$ cat src/rtl/sld_pkg.sv
package sld_pkg;

  // Panel geometry.
  localparam int SLD_SEGS = 22;
  localparam int SLD_COMS = 8;

  // Register placement and reset value.
  localparam logic [7:0] SLD_CTRL_OFFSET = 8'hf9;
  localparam logic [7:0] SLD_CTRL_RESET = 8'h00;
  localparam logic [7:0] SLD_RAM_LAST = 8'h15;

  // Field positions inside the control register.
  localparam int SLD_CLK_LSB = 5;
  localparam int SLD_DUTY_LSB = 2;
  localparam int SLD_MODE_LSB = 0;

  // Fastest supported scan clock code, watch clock divided by 16.
  localparam logic [2:0] SLD_CODE_FASTEST = 3'h4;
  // Watch clock edges per scan clock at code 000.
  localparam logic [8:0] SLD_DIV_SLOWEST = 9'h100;

  typedef enum logic [1:0] {
    SLD_MODE_OFF,
    SLD_MODE_BLANK,
    SLD_MODE_ALL,
    SLD_MODE_NORMAL
  } sld_mode_t;

  // Terminal count of the scan clock divider for a clock select code.
  function automatic logic [7:0] sld_div_last(input logic [2:0] code);
    logic [2:0] c;
    c = (code > SLD_CODE_FASTEST) ? SLD_CODE_FASTEST : code;
    return 8'((SLD_DIV_SLOWEST >> c) - 9'h001);
  endfunction

  // Index of the last scanned common for a duty/bias code.
  function automatic logic [2:0] sld_com_last(input logic [2:0] duty);
    case (duty)
      3'h0: return 3'h7;
      3'h1: return 3'h3;
      3'h2, 3'h3: return 3'h2;
      default: return 3'h1;
    endcase
  endfunction

  // Byte or single-bit write merge.
  function automatic logic [7:0] sld_merge(input logic [7:0] old,
                                           input logic [7:0] wdata,
                                           input logic bit_op,
                                           input logic [2:0] bit_sel);
    logic [7:0] r;
    r = wdata;
    if (bit_op) begin
      r = old;
      r[bit_sel] = wdata[0];
    end
    return r;
  endfunction

endpackage

$ cat src/rtl/sld_segment_lcd_driver.sv
// Functional notes
// Drive 22 segments by up to 8 commons.
// Display memory bytes 00h-15h, spare ones general-purpose.
// Byte n is segment n, bit k common k.
// One selects the dot, zero leaves dark.
// Memory scanned to segments without processor help.
// Display memory takes bit and byte accesses.
// Scan keeps running while the core idles.
// Control resets to 00h: off, 1/8, 128Hz.
// Bits 7:5 divide watch clock 256 to 16.
// Software avoids scan clock codes 101-111.
// Bits 4:2 select duty and bias.
// Bits 1:0 select off, blank, all, normal.
// Control write restarts divider and common sequence.
// Software keeps watch timer running for display.
// Scan clock sets the frame repetition rate.
// Active commons follow the duty setting.
// Commons visited ascending, segments from matching bit.
`timescale 1ns/1ns

module sld_segment_lcd_driver
  import sld_pkg::*;
#(
  parameter int SEGS = SLD_SEGS,
  parameter int COMS = SLD_COMS
) (
  input wire logic clk_i,
  input wire logic reset_n_i,
  input wire logic watch_clock_in_i,
  input wire logic cpu_wr_i,
  input wire logic cpu_rd_i,
  input wire logic cpu_ram_sel_i,
  input wire logic [7:0] cpu_addr_i,
  input wire logic cpu_bit_op_i,
  input wire logic [2:0] cpu_bit_sel_i,
  input wire logic [7:0] cpu_wdata_i,
  output logic [7:0] cpu_rdata_o,
  output logic [SEGS-1:0] segment_drive_pins_o,
  output logic [COMS-1:0] common_drive_pins_o,
  output logic [1:0] bias_sel_o,
  output logic scan_clock_o
);

  ////////////////////////////////////////////////////////////////////////////
  logic [7:0] lcd_control;
  logic [7:0] mem [SEGS];
  logic ctrl_wr;
  logic ram_wr;
  logic ram_hit;
  logic [4:0] ram_idx;
  logic [7:0] read_byte;
  sld_mode_t mode;

  assign ram_hit = cpu_ram_sel_i && (cpu_addr_i <= SLD_RAM_LAST);
  assign ram_idx = cpu_addr_i[4:0];
  assign ctrl_wr = cpu_wr_i && !cpu_ram_sel_i &&
                   (cpu_addr_i == SLD_CTRL_OFFSET);
  assign ram_wr = cpu_wr_i && ram_hit;
  assign mode = sld_mode_t'(lcd_control[SLD_MODE_LSB +: 2]);

  always_ff @(posedge clk_i or negedge reset_n_i) begin
    if (!reset_n_i) begin
      lcd_control <= SLD_CTRL_RESET;
    end else if (ctrl_wr) begin
      lcd_control <= sld_merge(lcd_control, cpu_wdata_i, cpu_bit_op_i,
                               cpu_bit_sel_i);
    end
  end

  // Display memory has no reset, like ordinary RAM.
  always_ff @(posedge clk_i) begin
    if (ram_wr) begin
      mem[ram_idx] <= sld_merge(mem[ram_idx], cpu_wdata_i, cpu_bit_op_i,
                                cpu_bit_sel_i);
    end
  end

  always_comb begin
    read_byte = 8'h00;
    if (ram_hit) begin
      read_byte = mem[ram_idx];
    end else if (!cpu_ram_sel_i && cpu_addr_i == SLD_CTRL_OFFSET) begin
      read_byte = lcd_control;
    end
  end

  always_ff @(posedge clk_i or negedge reset_n_i) begin
    if (!reset_n_i) begin
      cpu_rdata_o <= 8'h00;
    end else if (cpu_rd_i) begin
      cpu_rdata_o <= cpu_bit_op_i ? {7'h00, read_byte[cpu_bit_sel_i]}
                                  : read_byte;
    end
  end

  ////////////////////////////////////////////////////////////////////////////
  // The watch clock comes from another domain; a change is accepted once
  // the second and third stages agree.
  logic w_s1;
  logic w_s2;
  logic w_s3;
  logic w_level;
  logic w_rise;

  always_ff @(posedge clk_i or negedge reset_n_i) begin
    if (!reset_n_i) begin
      w_s1 <= 1'b0;
      w_s2 <= 1'b0;
      w_s3 <= 1'b0;
      w_level <= 1'b0;
    end else begin
      w_s1 <= watch_clock_in_i;
      w_s2 <= w_s1;
      w_s3 <= w_s2;
      if (w_s2 == w_s3) begin
        w_level <= w_s3;
      end
    end
  end

  // Without watch clock edges the scan simply halts.
  assign w_rise = (w_s2 == w_s3) && w_s3 && !w_level;

  ////////////////////////////////////////////////////////////////////////////
  logic [7:0] div_cnt;
  logic [7:0] div_last;
  logic [2:0] com_idx;
  logic [2:0] com_last;
  logic scan_tick;

  // Codes above the fastest one behave as the fastest.
  assign div_last = sld_div_last(lcd_control[SLD_CLK_LSB +: 3]);
  assign com_last = sld_com_last(lcd_control[SLD_DUTY_LSB +: 3]);
  assign scan_tick = w_rise && (div_cnt == div_last);

  always_ff @(posedge clk_i or negedge reset_n_i) begin
    if (!reset_n_i) begin
      div_cnt <= 8'h00;
    end else if (ctrl_wr) begin
      div_cnt <= 8'h00;
    end else if (scan_tick) begin
      div_cnt <= 8'h00;
    end else if (w_rise) begin
      div_cnt <= 8'(div_cnt + 8'h01);
    end
  end

  always_ff @(posedge clk_i or negedge reset_n_i) begin
    if (!reset_n_i) begin
      com_idx <= 3'h0;
    end else if (ctrl_wr) begin
      com_idx <= 3'h0;
    end else if (scan_tick) begin
      com_idx <= (com_idx >= com_last) ? 3'h0 : 3'(com_idx + 3'h1);
    end
  end

  ////////////////////////////////////////////////////////////////////////////
  // Panel drive, refreshed every cycle; in normal mode segments come from memory without processor help.
  always_ff @(posedge clk_i or negedge reset_n_i) begin
    if (!reset_n_i) begin
      common_drive_pins_o <= '0;
      segment_drive_pins_o <= '0;
      bias_sel_o <= 2'h0;
      scan_clock_o <= 1'b0;
    end else begin
      scan_clock_o <= scan_tick;
      bias_sel_o <= (lcd_control[SLD_DUTY_LSB +: 3] == 3'h0) ? 2'h0 :
                    (lcd_control[SLD_DUTY_LSB +: 3] == 3'h3) ? 2'h2 : 2'h1;
      common_drive_pins_o <= (mode == SLD_MODE_OFF) ? '0 :
                             COMS'(1) << com_idx;
      for (int s = 0; s < SEGS; s++) begin
        unique case (mode)
          SLD_MODE_OFF: segment_drive_pins_o[s] <= 1'b0;
          SLD_MODE_BLANK: segment_drive_pins_o[s] <= 1'b0;
          SLD_MODE_ALL: segment_drive_pins_o[s] <= 1'b1;
          SLD_MODE_NORMAL: segment_drive_pins_o[s] <= mem[s][com_idx];
        endcase
      end
    end
  end
endmodule

$ cat config.mk
export PLATFORM = sky130hd
export DESIGN_NAME = sld_segment_lcd_driver
export DESIGN_NICKNAME = d
export VERILOG_FILES = /design/src/rtl/sld_pkg.sv /design/src/rtl/sld_segment_lcd_driver.sv
export SDC_FILE = /design/constraint.sdc
export NUM_CORES = 1
export LEC_CHECK = 0
export BUFFER_PORTS_ARGS = -buffer_cell sky130_fd_sc_hd__buf_2
export CORE_UTILIZATION = 56
export DETAILED_ROUTE_END_ITERATION = 12
export PLACE_DENSITY = 0.74
export SYNTH_ARGS = -nofsm -noshare
export SYNTH_HDL_FRONTEND = slang
export SYNTH_SLANG_ARGS = --single-unit
$ cat constraint.sdc
create_clock -name clk_i -period 3.15 [get_ports clk_i]
set_input_delay 0.4725 -clock clk_i [delete_from_list [all_inputs] [get_ports clk_i]]
set_output_delay 0.4725 -clock clk_i [all_outputs]
set_load 0.03 [all_outputs]
# [Word level (Yosys, flattened, before mapping)]
# Memory sizes are Yosys's and may differ from the RTL's.
# Cells that the tools add are included.
# Widths: inputs -> output; s select.
[classes] add_sub_neg=3 magnitude_cmp=6 n_eq_ne=9 n_shift=2 n_mux=91 reduce_logical=17
[op_table] op="$mux 8" count=10
[op_table] op="$bmux 1 s3" count=23
[op_table] op="$pmux 1 s3" count=22
[op_table] op="$mux 1" count=26
[op_table] op="$bwmux 8" count=2
[op_table] op="$mux 3" count=4
[op_table] op="$logic_and 1x1->1" count=9
[op_table] op="$pmux 3 s3" count=1
[op_table] op="$shr 9x3->8 const A" count=1
[op_table] op="$add 8x1->8 const B" count=1
[op_table] op="$eq 8x8->1" count=1
[op_table] op="$eq 8x8->1 const B" count=1
[op_table] op="$le 8x5->1 const B" count=1
[op_table] op="$lt 3x4->1 const B" count=2
[op_table] op="$shl 1x3->8 const A" count=1
[op_table] op="$sub 8x1->8 const B" count=1
[op_table] op="$eq 3x2->1 const B" count=2
[op_table] op="$eq 2x2->1 const B" count=2
[op_table] op="$mux 2" count=2
[op_table] op="$reduce_or 2->1" count=2
[op_table] op="$add 3x1->3 const B" count=1
[op_table] op="$demux 1 s3" count=1
[op_table] op="$eq 3x1->1 const B" count=1
[op_table] op="$ge 3x1->1 const B" count=1
[op_table] op="other kinds (9)" count=10
[word_totals] reg_bits=64 ram_bits=176 in_bits=26 output_inout_bits=41 word_cells=141 mem_count=1
[mem_list] memory="mem" words=22 width=8 read_ports=23 rd_clocked_by_memory_dff=0 write_ports=1 line="sld_segment_lcd_driver.sv:46" source="logic [7:0] mem [SEGS];"

# [Logic depth before layout (Yosys ltp)]
# Gate-level depths: netlist of the first run.
[logic_depth] ltp_word=8 ltp_mapped=11 depth_no_buf=7

# [Worst setup path before layout of the first run]
# OpenSTA, ideal clock, no wires.
[synth_path] kind="input -> register" from="in cpu_addr_i[2]" to="mem mem[0][7], data pin" setup_time_ps=454 arrival_time_ps=3109 required_time_ps=2696 path_slack_ps=-413 path_stages=9 n_path_buf=3 cell_sequence="buf_2 > buf_6 > or3b_2 > clkbuf_2 > o221ai_1 > o21ai_0 > nand3_1 > mux2i_1 > o21ai_0"
[synth_between] elab_chain_len=4
[synth_lines] element="start: declaration" line="sld_segment_lcd_driver.sv:33" source="input wire logic [7:0] cpu_addr_i,"
[synth_lines] element="$mem_v2 22x8"
[synth_lines] element="$bwmux 8" line="sld_pkg.sv:55" source="r[bit_sel] = wdata[0];"
[synth_lines] element="$mux 8" line="sld_pkg.sv:53" source="if (bit_op) begin"
[synth_lines] element="$mux 8" line="sld_segment_lcd_driver.sv:72" source="if (ram_wr) begin"
[synth_lines] element="end: declaration" line="sld_segment_lcd_driver.sv:46"
# Every way passes these cells. The select of a mux whose other input is x is not followed.

# [Worst setup path in the final report of the first run]
[layout_path] from="in cpu_addr_i[2]" to="mem mem[29][7], data pin"
# Same word-level chain as after synthesis.

==> key figures, run 1 <==
Setup path
  • Worst-path maximum fanout: 24
  • WS Path Type: primary input to register
  • Startpoint type of the worst setup path: primary input
  • Worst Setup End Kind: register
  • CP arrival: slightly above 3 ns
  • WP data required: ~3.4 ns

Global route
  • Total grt overflow: 0
  • Largest net degree at the start of global routing: 39
  • Initial antenna violation count: 2
  • First-pass GRT wire length: ~57 mm
  • Gr usage total: 0.296
  • Vias in the first global route: 9185

Route
  • Antenna Nets Post-Route: 0
  • Via density: 6.28
  • DRT Wirelength: around 38 mm
  • DRC: 0
  • Routed WL per cell: between 20 and 30 um
  • Initial DRT Pass Iterations: 5
  • Via count: 9469
  • Starting DRT DRC Count: 1372

Clocking
  • Cts bufs inserted: 34
  • PostCTS Resize Cnt: 0
  • CTS HTree Levels: 2
  • Setup Buffers After CTS: 0
  • Hold buffers post-CTS: 0
  • CTS root buf: clkbuf_16
  • Later-pin clock latency in the skew report: between 0.5 and 0.6 ns
  • Clock sinks: 320
  • Clock Pin Slew Worst Setup and Hold Paths: 0.06 ns
  • CTS tree: built
  • Max Buffers Root-to-Sink: 3

Synth
  • Synthesized area: between 10000 and 15000 um^2
  • Synth top area share: 0.530
  • Synth warnings: 0
  • Synth cell types: 70
  • Post-synth EDFFs: between 200 and 300
  • Count leader, synth: edfxtp_1
  • Leading area contributor after synthesis: edfxtp_1
  • Most frequent cells after synthesis: edfxtp_1, mux2i_1, nand2_1
  • Syn Area/Cell: between 15 and 20 um^2
  • Ranking of synthesized cells by area: edfxtp_1, dfrtp_1, mux4_2
  • Post-Syn Instances: about 950
  • Seq/Total Area, Yosys: 0.640
  • Primary FF master, synth: edfxtp_1
  • Asr flop ratio synth: 0.200
  • #FFs+latches synth: 320

Final layout
  • Non-Filler Instances: 1509
  • P&R area growth vs syn: 18.0%
  • Fin util: 0.676
  • Post-layout nets: 1191
  • Layout cell share with drive strength beyond 1: 0.239

Timing
  • Clk_skew: about 0.016 ns
  • Pins Over Slew Limit: 0
  • Fin worst setup slack: about 0.34 ns
  • Worst slew pin tran: about 1.1 ns
  • Final Critical Period: roughly 2.8 ns
  • Setup violators final: 0
  • Worst slew margin: 0.266
  • Part of the cycle the worst path needs: 0.892
  • Fmax: approximately 360 MHz
  • Worst Hold Margin: 0.0589 ns
  • Hold Fails Final Rpt: 0
  • RSZ-0062 raised after global routing: no

Placed design
  • Dpl hpwl: 27.1 mm
  • Port bufs: 66
  • Pre-CTS WS: -0.0998 ns
  • Placed cells: approximately 1400
  • GP Congestion: around 0.95

Run status
  • Outcome: complete, no violations

Power
  • Power Dens Cells: 566 nW/um^2
  • Total Power: roughly 9.7 mW
  • Worst VDD drop: roughly 0.00044 V
  • Leakage power figure: ~6.6 nW

Floorplanning
  • Die extent in x: approximately 160 um
  • Die area: 26600 um^2
  • Placement row count: 58
  • Initial Util: 0.573
  • Chip Height: around 160 um
  • IO Count: 67
  • Core Region: between 20000 and 30000 um^2

Flow run
  • Max Cap Violations: 0

Worst hold path
  • HP Class: primary input to async pin
## cell type report
type	instances	area, um^2
Antenna cell	1	2.50
Clock buffer	49	1020
Clock inverter	13	66.3
Fill cell	1778	8200
Inverter	13	48.8
Multi-Input combinational cell	635	5170
Sequential cell	320	9290
Tap cell	330	413
Timing Repair Buffer	148	1110
## worst max-delay path, cell delays in order
cell and delay (ns):
buf_2 0.35, nand4bb_1 0.67, o22ai_1 0.27, a211oi_1 0.46
nand3_1 0.26, mux2i_1 0.24, o21ai_2 0.12, buf_12 0.19
## cell usage in the layout (no fill, tap or decap), types with 13 or more instances in the layout
master / synthesis / layout
edfxtp_1: 256 / 256
mux2i_1: 112 / 112
conb_1: 2 / 82
nand2_1: 74 / 74
buf_4: 5 / 69
buf_2: 18 / 65
dfrtp_1: 64 / 62
mux4_2: 58 / 58
o22ai_1: 56 / 56
nor2_1: 44 / 44
clkbuf_16: 0 / 37
a31oi_1: 24 / 24
nand3_1: 14 / 14
a21oi_1: 14 / 13
ha_1: 13 / 13
buf_12: 0 / 13
## sequential cells by signal (all words and copies together), names as in the netlist
signal	cells
w_s1	1
lcd_control	8
bias_sel_o	2
w_s2	1
com_idx	3
div_cnt	8
scan_clock_o	1
common_drive_pins_o	8
mem	256
segment_drive_pins_o	22
w_s3	1
w_level	1
cpu_rdata_o	8
## report_power, final
part           leakage, nW  switching [mW]  internal [mW]  total (mW)
combinational         2.93           0.583          0.369       0.952
sequential            3.12          0.0892           4.80        4.89
clock                0.535            1.58           2.26        3.84
total                 6.58            2.26           7.43        9.68
## path summary, 6_finish.rpt
kind,startpoint,end,slack (ns),cells past startpoint
setup / recovery,cpu_addr_i[2],mem[29][7],0.34,8
hold / removal,reset_n_i,common_drive_pins_o[2],0.06,1
setup reg to reg,mem[9][3],mem[10][3],0.65,8
hold reg to reg,w_s1,w_s2,0.37,0
max in group asynchronous,reset_n_i,segment_drive_pins_o[17],2.42,2
min in group clk_i,watch_clock_in_i,w_s1,0.06,1
## routing by layer
metal	up-vias	part of all wire	GRT usage	routed length (um)
met3	79	0.090	0.0537	3460
met5	-	0	0	0
li1	4093	-	-	-
met4	0	0.029	0.0956	1110
met2	535	0.49	0.482	18600
met1	4762	0.39	0.406	15100
## stage by stage
stage	setup TNS (ns)	cell area, um^2
2_1_floorplan	0	14800
3_3_place_gp	-4.85	16000
3_5_place_dp	-3.73	16000
4_1_cts	0	17100
5_1_grt	0	17100
6_report	0	17100
## cell families after synthesis
| logic type | count (synthesis) | synth area share |
|---|---|---|
| muxes | 173 | 0.171 |
| and+or+nand+nor | 215 | 0.0803 |
| buffers and inverters | 74 | 0.0267 |
| xor gates and xnor gates | 9 | 0.00543 |
| DFF | 320 | 0.640 |
| adders and majority gates | 13 | 0.0112 |
| other | 2 | 0.000517 |
| AOI/OAI and AO/OA | 143 | 0.0653 |
Power figures use the tool's default switching activity.
==> run 2, diff against run 1 <==
PLACE_DENSITY = default   (was 0.74)
PLACE_DENSITY_LB_ADDON = 0.08   (was default)
==> run 2 against run 1 <==
Worst hold slack gained 0.024 ns. Count of clock-buffer cells in the layout is 5 lower. Die area is the same. Sequential power about the same.
==> key figures, run 2 (synthesis results as in run 1) <==
Run status
  • Outcome: complete, no violations

Placed design
  • GP Congestion: 0.965 (+1.9%)
  • Post-DP Area: 16100 um^2 (+0.28%)
  • Port bufs: 66 (unchanged)
  • Dpl hpwl: 27.5 mm (+1.2%)
  • Pre-CTS WS: 0.101 ns (+0.201 ns)

Floorplanning
  • Chip Height: 163 um (unchanged)
  • Die extent in x: 163 um (unchanged)
  • Die area: 26600 um^2 (unchanged)
  • IO Count: 67 (unchanged)
  • Placement row count: 58 (unchanged)
  • Core Region: 25300 um^2 (unchanged)
  • Initial Util: 0.573 (unchanged)

Setup path
  • Worst-path maximum fanout: 32 (+33%)
  • Worst reg2reg setup slack: 0.66 ns (about the same)
  • CP arrival: 2.87 ns (-0.19 ns)
  • WP data required: 3.39 ns (about the same)
  • WS Path Type: primary input to register
  • Reg2reg path depth: 8 (unchanged)
  • FF-to-FF Start: mem[8][3]
  • Worst Setup End Kind: register
  • Crit-path cells: buf_2 > nand4b_1 > o22ai_1 > nor4_1 > nand2_1 > mux2i_1 > o21ai_2 > buf_12
  • Worst r2r dst: mem[2][3]
  • Crit-path slowest cell: nor4_1
  • CP max stage delay: 0.60 ns (-0.07 ns)
  • Startpoint type of the worst setup path: primary input

Timing
  • Worst Hold Margin: 0.0824 ns (+0.0235 ns)
  • Fin worst setup slack: 0.516 ns (+0.176 ns)
  • Final Critical Period: 2.63 ns (-0.176 ns)
  • Fmax: 380 MHz (+6.7%)
  • Setup violators final: 0 (unchanged)
  • Worst slew margin: 0.276 (+0.0101)
  • Pins Over Slew Limit: 0 (unchanged)
  • Clk_skew: 0.0153 ns (-0.00113 ns)
  • Hold Fails Final Rpt: 0 (unchanged)
  • Part of the cycle the worst path needs: 0.836 (-0.0557)
  • RSZ-0062 raised after global routing: no
  • Fin Setup TNS: 0 ns (unchanged)
  • Worst slew pin tran: 1.09 ns (-0.0151 ns)

Clocking
  • CTS HTree Levels: 2 (unchanged)
  • Later-pin clock latency in the skew report: 0.51 ns (about the same)
  • Max Buffers Root-to-Sink: 3 (unchanged)
  • Cts bufs inserted: 34 (unchanged)
  • Clock sinks: 320 (unchanged)
  • CTS root buf: clkbuf_16
  • CTS tree: built
  • Setup Buffers After CTS: 0 (unchanged)
  • Clock Pin Slew Worst Setup and Hold Paths: 0.06 ns (about the same)

Worst hold path
  • Hold endpoint: w_s1
  • Hold Startpoint: watch_clock_in_i
  • HP Class: primary input to register
  • Hold path depth: 1

Final layout
  • Final Instance Area: 17100 um^2 (+0.10%)
  • Largest register by flop count: mem
  • Most frequent cells in the layout: edfxtp_1, mux2i_1, conb_1
  • Layout cell share with drive strength beyond 1: 0.241 (+0.00132)
  • Max reg flops: 256 (unchanged)
  • P&R area growth vs syn: 18.1%
  • Top Registers: mem x256, segment_drive_pins_o x22
  • Number of fill cells: 1801 (+1.3%)
  • Post-layout nets: 1198 (+0.59%)
  • Most common cell after layout, fill and taps aside: edfxtp_1

Global route
  • Total grt overflow: 0 (unchanged)
  • First-pass GRT wire length: 57.8 mm (+1.9%)
  • Largest net degree at the start of global routing: 45 (+15%)
  • Vias in the first global route: 9210 (+0.27%)
  • Gr usage total: 0.303 (+0.00704)
  • Initial antenna violation count: 1 (-1)

Route
  • Via count: 9375 (-0.99%)
  • Initial DRT Pass Iterations: 6 (+1)
  • Routed WL per cell: 25.4 um (+0.39%)
  • DRC: 0 (unchanged)
  • Via density: 6.19 (-1.4%)
  • DRT Wirelength: 38.5 mm (+0.79%)
  • Antenna Nets Post-Route: 0 (unchanged)
  • Starting DRT DRC Count: 996 (-27%)

Power
  • Power Dens Cells: 561 nW/um^2 (-0.83%)
  • Leakage power figure: 6.59 nW (+0.10%)
  • Worst VDD drop: 0.000396 V (-9.5%)

Flow run
  • Max Cap Violations: 0 (unchanged)
==> run 2: cell types whose count changed in the layout (fill, tap and decap cells not counted), sizes merged <==
cell         previous run  this run
buf                   148       154
bufinv                  0         1
clkbuf                 49        44
clkinv                 11        14
dlygate4sd3             0         1
==> run 2: cell type report <==
class                           instances  area [um^2]  share of cell area
Inverter                               13         48.8             0.00285
Timing Repair Buffer                  155         1170              0.0682
Clock inverter                         17          110             0.00642
Multi-Input combinational cell        635         5170               0.301
Sequential cell                       320         9290               0.542
Tap cell                              330          413              0.0241
Antenna cell                            1         2.50            0.000146
Clock buffer                           44          940              0.0548
==> run 2: worst max-delay path: cells and delay by family <==
family	cells	cell delay [ns]
mux	1	0.22
compound gates	2	0.25
simple gates	3	1.31
buf+inv	2	0.57
==> run 2: layer usage <==
layer,global-route usage,part of all wire
met2,0.496,0.49
met3,0.0484,0.083
met5,0,0
met1,0.418,0.40
met4,0.0973,0.028
==> run 2: power by group <==
part           internal, mW  leakage [nW]  switching [mW]
Combinational         0.374          2.96           0.593
Clock                  2.19         0.513            1.57
Sequential             4.80          3.12          0.0903
Total                  7.36          6.59            2.25
==> run 2: per-stage QoR <==
| step | utilization | std cells | total power [mW] |
|---|---|---|---|
| CTS | 0.677 | 1514 | 9.66 |
| global placement | 0.635 | 1452 | 5.91 |
| detailed placement | 0.635 | 1452 | 5.94 |
| finish | 0.677 | 1515 | 9.61 |
| global route | 0.677 | 1514 | 9.91 |
| floorplan | - | 1029 | 5.51 |
==> run 2: timing repair <==
action                    4_1_cts  5_1_grt
hold buffers                    1        0
hold endpoints to repair       10        0
resized for setup               0        0
==> run 2: how the worst max path moves through the flow <==
| stage | start | endpoint | depth (start not counted) |
|---|---|---|---|
| 2_1_floorplan | cpu_addr_i[2] | mem[0][7] | 9 |
| 4_1_cts | cpu_addr_i[1] | mem[2][2] | 8 |
| 6_report | cpu_addr_i[1] | mem[8][2] | 8 |
| 3_5_place_dp | cpu_addr_i[1] | mem[28][2] | 8 |
| 5_1_grt | cpu_addr_i[1] | mem[18][2] | 8 |
| 3_3_place_gp | cpu_addr_i[0] | mem[28][2] | 9 |
